## config.mk

```make
export PLATFORM = sky130hd
export DESIGN_NAME = programmable_skew_clock_fanout
export DESIGN_NICKNAME = d
export VERILOG_FILES = /design/src/hw/skew_fanout_pkg.sv /design/src/hw/programmable_skew_clock_fanout.sv
export SDC_FILE = /design/constraint.sdc
export NUM_CORES = 1
export LEC_CHECK = 0
export ABC_AREA = 0
export BUFFER_PORTS_ARGS = -buffer_cell sky130_fd_sc_hd__buf_4
export CAP_MARGIN = 0
export CELL_PAD_IN_SITES_DETAIL_PLACEMENT = 0
export CELL_PAD_IN_SITES_GLOBAL_PLACEMENT = 1
export CORE_UTILIZATION = 49
export DETAILED_ROUTE_END_ITERATION = 10
export GPL_TIMING_DRIVEN = 0
export HOLD_SLACK_MARGIN = 0.12
export PLACE_DENSITY = 0.9
export SLEW_MARGIN = 20
export SYNTH_ARGS = -nofsm -noshare
export SYNTH_HDL_FRONTEND = slang
export SYNTH_SLANG_ARGS = --single-unit
```

## constraint.sdc

```tcl
create_clock -name clock -period 15.35 [get_ports clock]
set_input_delay 2.3025 -clock clock [delete_from_list [all_inputs] [get_ports clock]]
set_output_delay 2.3025 -clock clock [all_outputs]
set_load 0.01 [all_outputs]
```

## src/hw/skew_fanout_pkg.sv

```systemverilog
`default_nettype none
// Shared constants for the programmable skew clock fanout block.
package skew_fanout_pkg;

  // Number of independent output sections, each with two drivers.
  localparam int PAIRS = 4;

  // Three-level select encodings; code 3 stands for an open (floating) pin.
  typedef enum logic [1:0] {
    LVL_LOW  = 2'b00,
    LVL_MID  = 2'b01,
    LVL_HIGH = 2'b10,
    LVL_OPEN = 2'b11
  } level_e;

  // Output behaviours a section can take.
  typedef enum logic [1:0] {
    FN_SKEW = 2'b00,
    FN_DIV2 = 2'b01,
    FN_DIV4 = 2'b10,
    FN_INV  = 2'b11
  } func_e;

  // Register map, byte addresses of aligned 32-bit words.
  localparam int ADDR_W = 12;
  localparam logic [11:0] ADDR_SELECT = 12'h000;
  localparam logic [11:0] ADDR_CONTROL = 12'h004;
  localparam logic [11:0] ADDR_STATUS = 12'h008;

  // Select register: four bits per section, lower select in the low half.
  localparam int SEL_W = 16;
  localparam int SEL_FIELD_W = 4;
  localparam int SEL_LOWER_LSB = 0;
  localparam int SEL_UPPER_LSB = 2;
  // Every select reads as the middle level (code 1), not the open code, after reset.
  localparam logic [15:0] SELECT_RESET = 16'h5555;

  // Control register: range select and test select.
  localparam int CTRL_W = 4;
  localparam int CTRL_RANGE_LSB = 0;
  localparam int CTRL_TEST_LSB = 2;
  // Range middle, test low (normal loop operation) after reset.
  localparam logic [3:0] CONTROL_RESET = 4'h1;

  // Status register fields.
  localparam int STAT_LOCK_BIT = 0;
  localparam int STAT_BYPASS_BIT = 1;
  localparam int STAT_ERR_LSB = 8;
  localparam int ERR_W = 8;

  // Ticks per nominal period for each range: 44, 26 and 16.
  localparam int PHASE_W = 6;
  localparam logic [5:0] N_LOW = 6'h2C;
  localparam logic [5:0] N_MID = 6'h1A;
  localparam logic [5:0] N_HIGH = 6'h10;

  // Skew codes and the bypass delay line.
  localparam logic [3:0] ZERO_IDX = 4'h4;
  localparam logic [3:0] LAST_IDX = 4'h8;
  localparam logic [3:0] DLY_CENTER = 4'h6;
  localparam int DLY_DEPTH = 13;

  // Lock detection: tolerance in ticks and aligned comparisons needed.
  localparam logic [7:0] LOCK_TOL = 8'h01;
  localparam logic [4:0] LOCK_COUNT = 5'h10;
  localparam logic [7:0] ERR_MAX = 8'hFF;

endpackage
`default_nettype wire

```

## src/hw/programmable_skew_clock_fanout.sv

```systemverilog
`timescale 1ns/1ps
`default_nettype none
module programmable_skew_clock_fanout
  import skew_fanout_pkg::*;
(
  input wire logic clock,
  input wire logic nrst,
  input wire logic psel,
  input wire logic penable,
  input wire logic pwrite,
  input wire logic [ADDR_W-1:0] paddr,
  input wire logic [31:0] pwdata,
  output logic [31:0] prdata,
  output logic pready,
  output logic pslverr,
  input wire logic refClk,
  input wire logic loopReturnInput,
  output logic [PAIRS-1:0] pairOutputA,
  output logic [PAIRS-1:0] pairOutputB
);

  // Maps the open code onto the middle level, as an open pin would float.
  function automatic logic [1:0] levelValue(input logic [1:0] code);
    levelValue = (code == LVL_OPEN) ? LVL_MID : code;
  endfunction

  logic [SEL_W-1:0] selectReg_r; // Section select levels.
  logic [CTRL_W-1:0] controlReg_r; // Range and test select levels.
  logic [31:0] prdata_r; // Read data captured in the setup cycle.
  logic [31:0] readMux; // Read data for the addressed register.
  logic mapped; // The address hits one of the registers.
  logic refSync1_r; // First stage of the input clock synchroniser.
  logic refSync_r; // Synchronised input clock level.
  logic refPrev_r; // Input clock level one tick earlier.
  logic fbSync1_r; // First stage of the loop-return synchroniser.
  logic fbSync_r; // Synchronised loop-return level.
  logic fbPrev_r; // Loop-return level one tick earlier.
  logic refRise; // Rising edge seen on the input clock.
  logic fbRise; // Rising edge seen on the loop return.
  logic [PHASE_W-1:0] nLen; // Ticks per nominal period.
  logic bypass; // Loop is bypassed by the test select.
  logic [PHASE_W-1:0] sub_r; // Tick position inside the nominal period.
  logic [1:0] cyc_r; // Nominal period count for the dividers.
  logic [PHASE_W:0] subStep; // Sub position after this tick's step.
  logic upFlag_r; // Input edge came first, waiting for return.
  logic dnFlag_r; // Return edge came first, waiting for input.
  logic [ERR_W-1:0] errCnt_r; // Ticks between the two compared edges.
  logic [ERR_W-1:0] lastErr_r; // Error of the last finished comparison.
  logic [4:0] lockCnt_r; // Run of comparisons inside tolerance.
  logic locked; // Loop is considered locked.
  logic nudgeAdvance; // Outputs are late: skip one tick.
  logic nudgeHold; // Outputs are early: stall one tick.
  logic resolved; // A comparison finishes this tick.
  logic [ERR_W-1:0] resolvedErr; // Error of the finishing comparison.
  logic [DLY_DEPTH-1:0] refDly_r; // Input clock history for bypass taps.
  logic dlyRise; // Rising edge at the centre tap of the history.
  logic [PAIRS-1:0] outNxt; // Next level of each section's drivers.

  // The slave never waits; a request is answered in its first access cycle.
  assign pready = 1'b1;
  assign mapped = (paddr == ADDR_SELECT) || (paddr == ADDR_CONTROL) ||
                  (paddr == ADDR_STATUS);
  // Unmapped addresses report an error in the access phase.
  assign pslverr = psel && penable && !mapped;
  assign prdata = prdata_r;

  // Selects the register read back; unused bits read as zero.
  always_comb begin
    readMux = 32'h0000_0000;
    case (paddr)
      ADDR_SELECT: begin
        readMux[SEL_W-1:0] = selectReg_r;
      end
      ADDR_CONTROL: begin
        readMux[CTRL_W-1:0] = controlReg_r;
      end
      ADDR_STATUS: begin
        readMux[STAT_LOCK_BIT] = locked;
        readMux[STAT_BYPASS_BIT] = bypass;
        readMux[STAT_ERR_LSB +: ERR_W] = lastErr_r;
      end
      default: begin
        readMux = 32'h0000_0000;
      end
    endcase
  end

  // Captures read data in the setup cycle so it stands through access.
  always_ff @(posedge clock) begin
    if (!nrst) begin
      prdata_r <= 32'h0000_0000;
    end else if (psel && !penable && !pwrite) begin
      prdata_r <= readMux;
    end
  end

  // Software writes take effect in the access cycle; status is read-only.
  always_ff @(posedge clock) begin
    if (!nrst) begin
      selectReg_r <= SELECT_RESET;
      controlReg_r <= CONTROL_RESET;
    end else if (psel && penable && pwrite) begin
      if (paddr == ADDR_SELECT) begin
        selectReg_r <= pwdata[SEL_W-1:0];
      end
      if (paddr == ADDR_CONTROL) begin
        controlReg_r <= pwdata[CTRL_W-1:0];
      end
    end
  end

  // Brings both clock pins into the tick domain through two flip-flops.
  always_ff @(posedge clock) begin
    if (!nrst) begin
      refSync1_r <= 1'b0;
      refSync_r <= 1'b0;
      refPrev_r <= 1'b0;
      fbSync1_r <= 1'b0;
      fbSync_r <= 1'b0;
      fbPrev_r <= 1'b0;
    end else begin
      refSync1_r <= refClk;
      refSync_r <= refSync1_r;
      refPrev_r <= refSync_r;
      fbSync1_r <= loopReturnInput;
      fbSync_r <= fbSync1_r;
      fbPrev_r <= fbSync_r;
    end
  end

  assign refRise = refSync_r && !refPrev_r;
  assign fbRise = fbSync_r && !fbPrev_r;

  // Range select picks how many ticks make one nominal period.
  always_comb begin
    case (levelValue(controlReg_r[CTRL_RANGE_LSB +: 2]))
      LVL_LOW: nLen = N_LOW;
      LVL_HIGH: nLen = N_HIGH;
      default: nLen = N_MID;
    endcase
  end

  // A low test select keeps the loop; middle or high bypasses it.
  assign bypass =
    levelValue(controlReg_r[CTRL_TEST_LSB +: 2]) != LVL_LOW;

  // Edge comparison: whichever edge leads decides the correction.
  // Any output may be fed back, so divided or inverted feedback moves
  // every other output accordingly without further logic.
  assign nudgeAdvance = !bypass && fbRise && !refRise && upFlag_r;
  assign nudgeHold = !bypass && refRise && !fbRise && dnFlag_r;
  assign resolved = !bypass &&
    ((refRise && fbRise) || nudgeAdvance || nudgeHold);
  assign resolvedErr = (refRise && fbRise) ? 8'h00 : errCnt_r;

  // Tracks which edge came first and how far apart the pair was.
  always_ff @(posedge clock) begin
    if (!nrst || bypass) begin
      upFlag_r <= 1'b0;
      dnFlag_r <= 1'b0;
      errCnt_r <= 8'h00;
    end else if (refRise && fbRise) begin
      // Edges coincide, so the pair is aligned.
      upFlag_r <= 1'b0;
      dnFlag_r <= 1'b0;
      errCnt_r <= 8'h00;
    end else if (refRise) begin
      // The input edge either closes a return-led pair or opens one.
      upFlag_r <= !dnFlag_r;
      dnFlag_r <= 1'b0;
      errCnt_r <= 8'h00;
    end else if (fbRise) begin
      // The return edge either closes an input-led pair or opens one.
      dnFlag_r <= !upFlag_r;
      upFlag_r <= 1'b0;
      errCnt_r <= 8'h00;
    end else if ((upFlag_r || dnFlag_r) && errCnt_r != ERR_MAX) begin
      errCnt_r <= errCnt_r + 8'h01;
    end
  end

  // Keeps the last error and the run of aligned comparisons.
  always_ff @(posedge clock) begin
    if (!nrst || bypass) begin
      lastErr_r <= 8'h00;
      lockCnt_r <= 5'h00;
    end else if (resolved) begin
      lastErr_r <= resolvedErr;
      if (resolvedErr > LOCK_TOL) begin
        lockCnt_r <= 5'h00;
      end else if (lockCnt_r != LOCK_COUNT) begin
        lockCnt_r <= lockCnt_r + 5'h01;
      end
    end else if (errCnt_r == ERR_MAX) begin
      // A pair left open for 255 ticks with no edge on either pin drops the lock.
      lockCnt_r <= 5'h00;
    end
  end

  assign locked = lockCnt_r == LOCK_COUNT;

  // Step for this tick: one normally, two to catch up, none to wait.
  always_comb begin
    if (nudgeHold) begin
      subStep = {1'b0, sub_r};
    end else if (nudgeAdvance) begin
      subStep = {1'b0, sub_r} + 7'h02;
    end else begin
      subStep = {1'b0, sub_r} + 7'h01;
    end
  end

  // Tick counter standing in for the oscillator and time unit generator.
  always_ff @(posedge clock) begin
    if (!nrst) begin
      sub_r <= 6'h00;
      cyc_r <= 2'h0;
    end else if (bypass) begin
      // The input clock itself paces the dividers in bypass.
      sub_r <= 6'h00;
      if (dlyRise) begin
        cyc_r <= cyc_r + 2'h1;
      end
    end else if (subStep >= {1'b0, nLen}) begin
      sub_r <= PHASE_W'(subStep - {1'b0, nLen});
      cyc_r <= cyc_r + 2'h1;
    end else begin
      sub_r <= subStep[PHASE_W-1:0];
    end
  end

  // History of the input clock; the centre tap is the zero-skew point.
  always_ff @(posedge clock) begin
    if (!nrst) begin
      refDly_r <= '0;
    end else begin
      refDly_r <= {refDly_r[DLY_DEPTH-2:0], refSync_r};
    end
  end

  assign dlyRise = refDly_r[DLY_CENTER] && !refDly_r[DLY_CENTER + 4'h1];

  // One section per pair, all running side by side; pairs three and four also decode divide codes, and pair four an invert code.
  for (genvar p = 0; p < PAIRS; p++) begin : g_pair
    logic [1:0] upper; // Upper select level of this section.
    logic [1:0] lower; // Lower select level of this section.
    logic [3:0] idx; // Select code, upper most significant.
    logic signed [4:0] skew; // Offset in ticks.
    logic [1:0] func; // Behaviour of this section.
    logic signed [7:0] shifted; // Sub position moved by the skew.
    logic [PHASE_W-1:0] phase; // Wrapped position for this section.
    logic [1:0] cycle; // Period count for this section.
    logic [3:0] tap; // History tap used in bypass.
    logic aligned; // Non-inverted level with this skew.

    assign upper = levelValue(selectReg_r[p*SEL_FIELD_W+SEL_UPPER_LSB +: 2]);
    assign lower = levelValue(selectReg_r[p*SEL_FIELD_W+SEL_LOWER_LSB +: 2]);
    assign idx = 4'({2'b00, upper} * 4'h3) + {2'b00, lower};

    // Decodes the nine select codes into a function and a skew.
    always_comb begin
      func = FN_SKEW;
      skew = 5'sh00;
      if (p < 2) begin
        skew = $signed({1'b0, idx}) - $signed({1'b0, ZERO_IDX});
      end else if (idx == 4'h0) begin
        func = FN_DIV2;
      end else if (idx == LAST_IDX) begin
        func = (p == 2) ? FN_DIV4 : FN_INV;
      end else begin
        skew = ($signed({1'b0, idx}) - $signed({1'b0, ZERO_IDX})) <<< 1;
      end
    end

    // Places the edge the skew's tick count from the aligned edge;
    // feedback skew shifts all outputs by the loop's correction.
    always_comb begin
      shifted = $signed({2'b00, sub_r}) - 8'(skew);
      cycle = cyc_r;
      phase = sub_r;
      if (shifted < 8'sh00) begin
        phase = PHASE_W'(shifted + $signed({2'b00, nLen}));
        cycle = cyc_r - 2'h1;
      end else if (shifted >= $signed({2'b00, nLen})) begin
        phase = PHASE_W'(shifted - $signed({2'b00, nLen}));
        cycle = cyc_r + 2'h1;
      end else begin
        phase = shifted[PHASE_W-1:0];
      end
    end

    assign tap = 4'(DLY_CENTER + 4'(skew));
    // Loop mode: high for the first half of each nominal period.
    // Bypass mode: the input clock delayed by the skew.
    assign aligned = bypass ? refDly_r[tap]
                            : (phase < (nLen >> 1));

    // Picks the level of this section's drivers.
    always_comb begin
      case (func)
        // Divide by two falls at periods one and three.
        FN_DIV2: outNxt[p] = !cycle[0];
        // Divide by four is high in periods one and two, falling with it.
        FN_DIV4: outNxt[p] = (cycle == 2'h1) || (cycle == 2'h2);
        // Half a period away from the zero-skew outputs.
        FN_INV: outNxt[p] = !aligned;
        default: outNxt[p] = aligned;
      endcase
    end
  end

  // Both drivers of a section carry the same registered level.
  always_ff @(posedge clock) begin
    if (!nrst) begin
      pairOutputA <= '0;
      pairOutputB <= '0;
    end else begin
      pairOutputA <= outNxt;
      pairOutputB <= outNxt;
    end
  end

endmodule // programmable_skew_clock_fanout
`default_nettype wire

```

==> flow_metrics.env, run 1 <==
export IMPL_status="finished, final reports clean"
export IMPL_nNetsFinal=1241
export IMPL_power_leakage_nw=4.05
export IMPL_synthCells=981
export IMPL_syn_area_per_cell_um2=8.37
export IMPL_critPathMaxFanout=6
export IMPL_ant_nets=0
export IMPL_dpl_cell_area_um2=8960
export IMPL_power_frac_seq_pct=31.3
export IMPL_slowest_delay_ns=0.51
export IMPL_path_common_cell="ha_1"
export IMPL_syn2layout_area_growth_pct=13.0
export IMPL_routed_wl_um=20800
export IMPL_ir_drop_v=0.0000532
export IMPL_cts_tree="done"
export IMPL_yosys_area_top_type_share_pct=21.7
export IMPL_end_kind="flop"
export IMPL_wire_per_inst_um=16.2
export IMPL_grt_max_degree=29
export IMPL_fmax_ghz=0.148
export IMPL_worstMarginPinSlew_ns=0.818
export IMPL_r2r_slack_ns=8.57
export IMPL_clk_pin_slew_ns=0.06
export IMPL_p_switching_w=0.000268
export IMPL_finalClockSkew_ns=0.00888
export IMPL_cts_hold_buf=0
export IMPL_die_w_um=131
export IMPL_critical_path_top_delay_family="adder cells"
export IMPL_holdPathStages=1
export IMPL_power_frac_comb_pct=38.2
export IMPL_grt_first_pass_wirelength_um=33900
export IMPL_portBuffers=56
export IMPL_fillers=1483
export IMPL_crit_type="reg2reg"
export IMPL_slew_headroom_pct=45.4
export IMPL_diodes=0
export IMPL_grt_pass1_vias=6785
export IMPL_cts_buffer_depth=2
export IMPL_crit_arrival_ns=7.02
export IMPL_cts_buffers=9
export IMPL_p_int_w=0.000517
export IMPL_reg2reg_depth=26
export IMPL_path_buf_inv=2
export IMPL_hold_viol_final=0
export IMPL_hold_end="refSync_r"
export IMPL_dp_hpwl_um=16200
export IMPL_drive_gt1_share_pct=12.7
export IMPL_track_usage_pct=24.2
export IMPL_setup_viol=0
export IMPL_swShare_pct=34.1
export IMPL_cts_sinks=89
export IMPL_globalplace_congestion=0.858
export IMPL_grt_antenna_before_repair=0
export IMPL_critPathRequiredTime_ns=15.59
export IMPL_num_rows=46
export IMPL_htree_levels=3
export IMPL_insertion_delay_ns=0.34
export IMPL_initial_core_util_pct=51.0
export IMPL_ioPinCount=93
export IMPL_drv_slew=0
export IMPL_fin_crit_sh_pct=44.2
export IMPL_layout_common_cells="110 x ha_1, 89 x dfxtp_1, 83 x nand2_1"
export IMPL_hold_start="refSync1_r"
export IMPL_synth_seq_cells=89
export IMPL_synth_area_leaders="dfxtp_1 22%, ha_1 17%, fa_1 4.1%"
export IMPL_vias=7169
export IMPL_drt_first_pass_iters=5
export IMPL_slowest_stage="fa_1"
export IMPL_p_clk_share_pct=30.4
export IMPL_rsz0062_at_grt="false"
export IMPL_yosysTopAreaCell="dfxtp_1"
export IMPL_core_area_um2=16100
export IMPL_rr_endpoint="pairOutputB[3]"
export IMPL_period_needed_ns=6.78
export IMPL_start_kind="flop"
export IMPL_post_cts_buffers=0
export IMPL_final_area_um2=9280
export IMPL_setup_tns_ns=0
export IMPL_cellPowerDensity_nw_per_um2=84.5
export IMPL_cap_violations=0
export IMPL_layout_commonest_cell="ha_1"
export IMPL_seqCellArea_um2=1780
export IMPL_holdCritPathClass="reg2reg"
export IMPL_die_h_um=131
export IMPL_multi_input_area_um2=5930
export IMPL_ys_flop_type="dfxtp_1"
export IMPL_synth_edf_count=0
export IMPL_ys_warn_count=0
export IMPL_drc_errors=0
export IMPL_synthDistinctLibCells=73
export IMPL_viasPerCell=5.59
export IMPL_grt_overflow=0
export IMPL_ys_seq_area_share_pct=21.7
export IMPL_synthArstFlopShare_pct=0
export IMPL_drtIter0Drc=430
export IMPL_r2r_start="selectReg_r[14]"
export IMPL_syn_area_um2=8210
export IMPL_cts_root_buffer="clkbuf_16"
export IMPL_ctsResizeCount=0
export IMPL_dieArea_um2=17300
==> worst reg2reg max path, stage by stage (launching register included) <==
cell	delay [ns]
dfxtp_1	0.35
or2_2	0.30
ha_1	0.28
ha_1	0.21
fa_1	0.51
inv_1	0.07
ha_1	0.21
or2_2	0.31
a21o_1	0.22
ha_1	0.34
xnor2_1	0.19
ha_1	0.41
inv_1	0.10
a211o_1	0.33
o311ai_0	0.48
and4_1	0.35
nand2_1	0.16
nor2_1	0.14
a21oi_1	0.06
ha_1	0.29
a21o_1	0.11
a21oi_1	0.07
o21ai_0	0.32
nor4_1	0.10
nor3_1	0.40
mux2i_1	0.14
a311oi_1	0.26
==> synth_stat cells (3+ instances only) <==
library cell  number
nand2b_1          21
o41ai_1            3
xnor2_1           20
a211o_1            4
nand3_1           36
mux2_2             6
o21bai_1          12
nor2_1            80
and4_1             3
xor2_1            20
nor3_1            17
o21ai_0           32
nor4_1             5
o31a_1             7
a211oi_1          10
buf_4             21
or3_1              5
dfxtp_1           89
mux2i_1           20
nor3b_1           18
a21o_1            14
a21oi_1           58
ha_1             110
a21boi_0          16
mux4_2            10
a221oi_1          11
or2_2              9
a31oi_1            4
o22ai_1            6
o21a_1            10
clkbuf_1          37
nand2_1           83
nand4_1           11
o221ai_1           3
nand3b_1           5
inv_1             58
fa_1              17
and2_1            20
nor2b_1           28
==> state kept, by name (all words and copies together), names as in the netlist <==
register,count
prdata,16
selectReg_r,16
refDly_r,13
errCnt_r,8
lastErr_r,8
sub_r,6
lockCnt_r,5
controlReg_r,4
pairOutputB,4
cyc_r,2
dnFlag_r,1
fbPrev_r,1
fbSync1_r,1
fbSync_r,1
refSync1_r,1
refSync_r,1
upFlag_r,1
==> layout make-up <==
class / count / area share, %
Inverter: 58 / 2.35
Timing Repair Buffer: 56 / 4.53
Buffer: 62 / 3.68
Tap cell: 216 / 2.91
Multi-Input combinational cell: 787 / 63.9
Clock buffer: 9 / 2.43
Sequential cell: 89 / 19.2
Clock inverter: 6 / 0.971
==> through the flow <==
stage / cells / utilization [%] / power (W) / setup WS (ns) / hold WS, ns
after floorplan: 996 / - / 0.000476 / 9.42 / 0.412
after global placement: 1268 / 55.6 / 0.000544 / 8.73 / 0.420
after detailed placement: 1268 / 55.6 / 0.000548 / 8.67 / 0.422
after CTS: 1283 / 57.6 / 0.000788 / 8.62 / 0.438
after global routing: 1283 / 57.6 / 0.000839 / 8.11 / 0.468
final: 1283 / 57.6 / 0.000785 / 8.57 / 0.435
==> kinds of logic (layout without fill, tap and decap cells) <==
family	count (synthesis)	in the layout	share of synthesized area, %
buffers and inverters	120	191	6.81
xor gates and xnor gates	40	40	4.27
muxes	36	36	6.00
adders and majority gates	127	127	20.9
other	2	17	0.0914
AOI/OAI and AO/OA	215	215	18.4
and+or+nand+nor	352	352	21.9
DFF	89	89	21.7
==> layer usage <==
metal	track usage (%)	vias to the layer above	share of wire, %
met4	6.52	0	1.5
met3	2.47	20	4.4
li1	-	3604	-
met2	41.7	186	47
met5	0	-	0
met1	32.1	3359	47
==> worst max path at each step <==
stage,from,endpoint,cells past startpoint
3_5_place_dp,selectReg_r[14],pairOutputB[3],26
2_1_floorplan,selectReg_r[14],pairOutputB[3],25
6_report,selectReg_r[14],pairOutputB[3],26
3_3_place_gp,selectReg_r[14],pairOutputB[3],26
5_1_grt,selectReg_r[14],pairOutputB[3],26
4_1_cts,selectReg_r[14],pairOutputB[3],26
==> power groups by stage <==
stage,Combinational (W),Sequential [W],Clock (W)
6_report,0.000300,0.000246,0.000239
5_1_grt,0.000339,0.000246,0.000254
4_1_cts,0.000299,0.000246,0.000243
3_5_place_dp,0.000297,0.000251,0
3_3_place_gp,0.000293,0.000251,0
2_1_floorplan,0.000226,0.000250,0
(Power assumes the default switching activity.)
==> inputs of run 2 (changes only) <==
--- a/config.mk
+++ b/config.mk
@@ -10,11 +10,11 @@
 export CAP_MARGIN = 0
 export CELL_PAD_IN_SITES_DETAIL_PLACEMENT = 0
 export CELL_PAD_IN_SITES_GLOBAL_PLACEMENT = 1
-export CORE_UTILIZATION = 49
+export CORE_UTILIZATION = 41
 export DETAILED_ROUTE_END_ITERATION = 10
 export GPL_TIMING_DRIVEN = 0
 export HOLD_SLACK_MARGIN = 0.12
-export PLACE_DENSITY = 0.9
+export PLACE_DENSITY = 0.81
 export SLEW_MARGIN = 20
 export SYNTH_ARGS = -nofsm -noshare
 export SYNTH_HDL_FRONTEND = slang
==> constraint.sdc (replaced) <==
create_clock -name clock -period 5.8 [get_ports clock]
set_input_delay 0.87 -clock clock [delete_from_list [all_inputs] [get_ports clock]]
set_output_delay 0.87 -clock clock [all_outputs]
set_load 0.01 [all_outputs]
==> run 2 against run 1 <==
Net effect:
- core utilization decreased by 5.6 points
- worst setup slack got worse by 8.7 ns
- final cell count up 6.6%
- maximum frequency is 15% higher
- total power rose to 2.8 times the previous value
- sequential cell count stayed put
- combinational power rose to 3.2 times the previous value
- clock-buffer cell count increased by 1
- the run now ends with setup timing left
- die area is 19% higher
- critical path depth down 1
==> flow_metrics.env, run 2 (same netlist as run 1, synthesis figures left out) <==
export IMPL_drv_slew=0
export IMPL_nNetsFinal=1276
export IMPL_dp_hpwl_um=16300
export IMPL_cts_buffer_depth=2
export IMPL_setup_slack_ns=-0.101
export IMPL_fin_crit_sh_pct=102
export IMPL_critPathMaxFanout=5
export IMPL_grt_busiest_layer="met2"
export IMPL_viasPerCell=5.35
export IMPL_drc_errors=0
export IMPL_fmax_ghz=0.169
export IMPL_ant_nets=0
export IMPL_die_h_um=144
export IMPL_status="finished, violations left"
export IMPL_layout_commonest_cell="buf_4"
export IMPL_fillers=1871
export IMPL_cts_buffers=9
export IMPL_rsz0062_at_grt="true"
export IMPL_dpl_cell_area_um2=9030
export IMPL_holdCritPathClass="reg2reg"
export IMPL_syn2layout_area_growth_pct=23.5
export IMPL_wire_per_inst_um=15.9
export IMPL_path_common_cell="ha_4"
export IMPL_layout_common_cells="111 x buf_4, 88 x ha_1, 84 x dfxtp_1"
export IMPL_hold_viol_final=0
export IMPL_die_w_um=144
export IMPL_track_usage_pct=21.4
export IMPL_critPathRequiredTime_ns=6.04
export IMPL_worstMarginPinSlew_ns=0.884
export IMPL_ir_drop_v=0.000107
export IMPL_grt_first_pass_wirelength_um=34700
export IMPL_slowest_stage="fa_1"
export IMPL_cp_startpoint="selectReg_r[15]"
export IMPL_met2_usage_pct=36.8
export IMPL_power_leakage_nw=4.28
export IMPL_cts_sinks=89
export IMPL_grt_pass1_vias=6849
export IMPL_preCtsSetupSlack_ns=-0.960
export IMPL_period_needed_ns=5.90
export IMPL_htree_levels=3
export IMPL_setup_viol=1
export IMPL_use_met1_pct=28.2
export IMPL_cap_violations=0
export IMPL_hold_start="refSync1_r"
export IMPL_clk_pin_slew_ns=0.07
export IMPL_slowest_delay_ns=0.51
export IMPL_dieArea_um2=20600
export IMPL_diodes=0
export IMPL_cts_tree="done"
export IMPL_r2r_start="selectReg_r[15]"
export IMPL_crit_type="reg2reg"
export IMPL_drive_gt1_share_pct=22.6
export IMPL_drtIter0Drc=287
export IMPL_routed_wl_um=21800
export IMPL_grt_antenna_before_repair=0
export IMPL_insertion_delay_ns=0.35
export IMPL_ioPinCount=93
export IMPL_critical_path_top_delay_family="adder cells"
export IMPL_core_area_um2=19500
export IMPL_final_area_um2=10100
export IMPL_violations="setup timing"
export IMPL_start_kind="flop"
export IMPL_drt_first_pass_iters=4
export IMPL_cts_root_buffer="clkbuf_16"
export IMPL_initial_core_util_pct=42.1
export IMPL_num_rows=51
export IMPL_finalClockSkew_ns=0.00596
export IMPL_globalplace_congestion=0.852
export IMPL_grt_max_degree=29
export IMPL_vias=7325
export IMPL_end_kind="flop"
export IMPL_cellPowerDensity_nw_per_um2=214
export IMPL_crit_arrival_ns=6.14
export IMPL_met3_usage_pct=2.50
export IMPL_grt_overflow=0
export IMPL_path_buf_inv=2
export IMPL_slew_headroom_pct=41.1
export IMPL_portBuffers=56
## run 2: cell types whose count changed in the layout (fill, tap and decap cells not counted), sizes merged
cell / change
bufinv: -2
inv: +1
clkinvlp: +1
buf: +35
clkbuf: +1
## run 2: final cells by class
cell class	instances	area, um2	share of cell area, %
well taps	265	332	3.27
clock buffers	10	239	2.36
multi-input cells	787	6490	63.9
flip-flops and latches	89	1790	17.7
plain buffers	62	342	3.37
inverters	58	218	2.15
clock inverters	6	48.8	0.481
repair buffers	91	687	6.77
## run 2: metrics by stage
| stage | utilization, % | TNS [ns] | total power (W) | cells | hold WS [ns] |
|---|---|---|---|---|---|
| 5_1_grt | 52.0 | -0.539 | 0.00232 | 1368 | 0.457 |
| 2_1_floorplan | - | 0 | 0.00126 | 996 | 0.412 |
| 3_5_place_dp | 46.3 | -2.00 | 0.00145 | 1317 | 0.424 |
| 4_1_cts | 49.8 | 0 | 0.00211 | 1355 | 0.441 |
| 3_3_place_gp | 46.3 | -1.93 | 0.00145 | 1317 | 0.422 |
| 6_report | 52.0 | -0.101 | 0.00217 | 1368 | 0.435 |
## run 2: layer usage
layer / share of wire (%) / vias up
met5: 0 / -
met2: 49 / 152
met3: 3.6 / 26
met1: 46 / 3470
li1: - / 3677
met4: 1.6 / 0
## run 2: report_power, final
| part | switching, W | total, W | internal, W |
|---|---|---|---|
| logic | 0.000498 | 0.000952 | 0.000454 |
| clock network | 0.000266 | 0.000573 | 0.000308 |
| registers | 0.0000175 | 0.000647 | 0.000630 |
| total | 0.000782 | 0.00217 | 0.00139 |
## run 2: what timing repair did
item / CTS / global route
endpoints found under the setup margin: 4 / 4
cloned: 0 / 0
hold buffers: 0 / 0
resized for setup: 47 / 62
buffers inserted: 22 / 13
pin swaps: 21 / 44
## run 2: worst paths after layout
kind / cells after the start / endpoint / slack, ns
setup / recovery: 25 / pairOutputB[3] / -0.10
hold / removal: 1 / refSync_r / 0.44
setup reg to reg: 25 / pairOutputB[3] / -0.10
hold reg to reg: 1 / refSync_r / 0.44
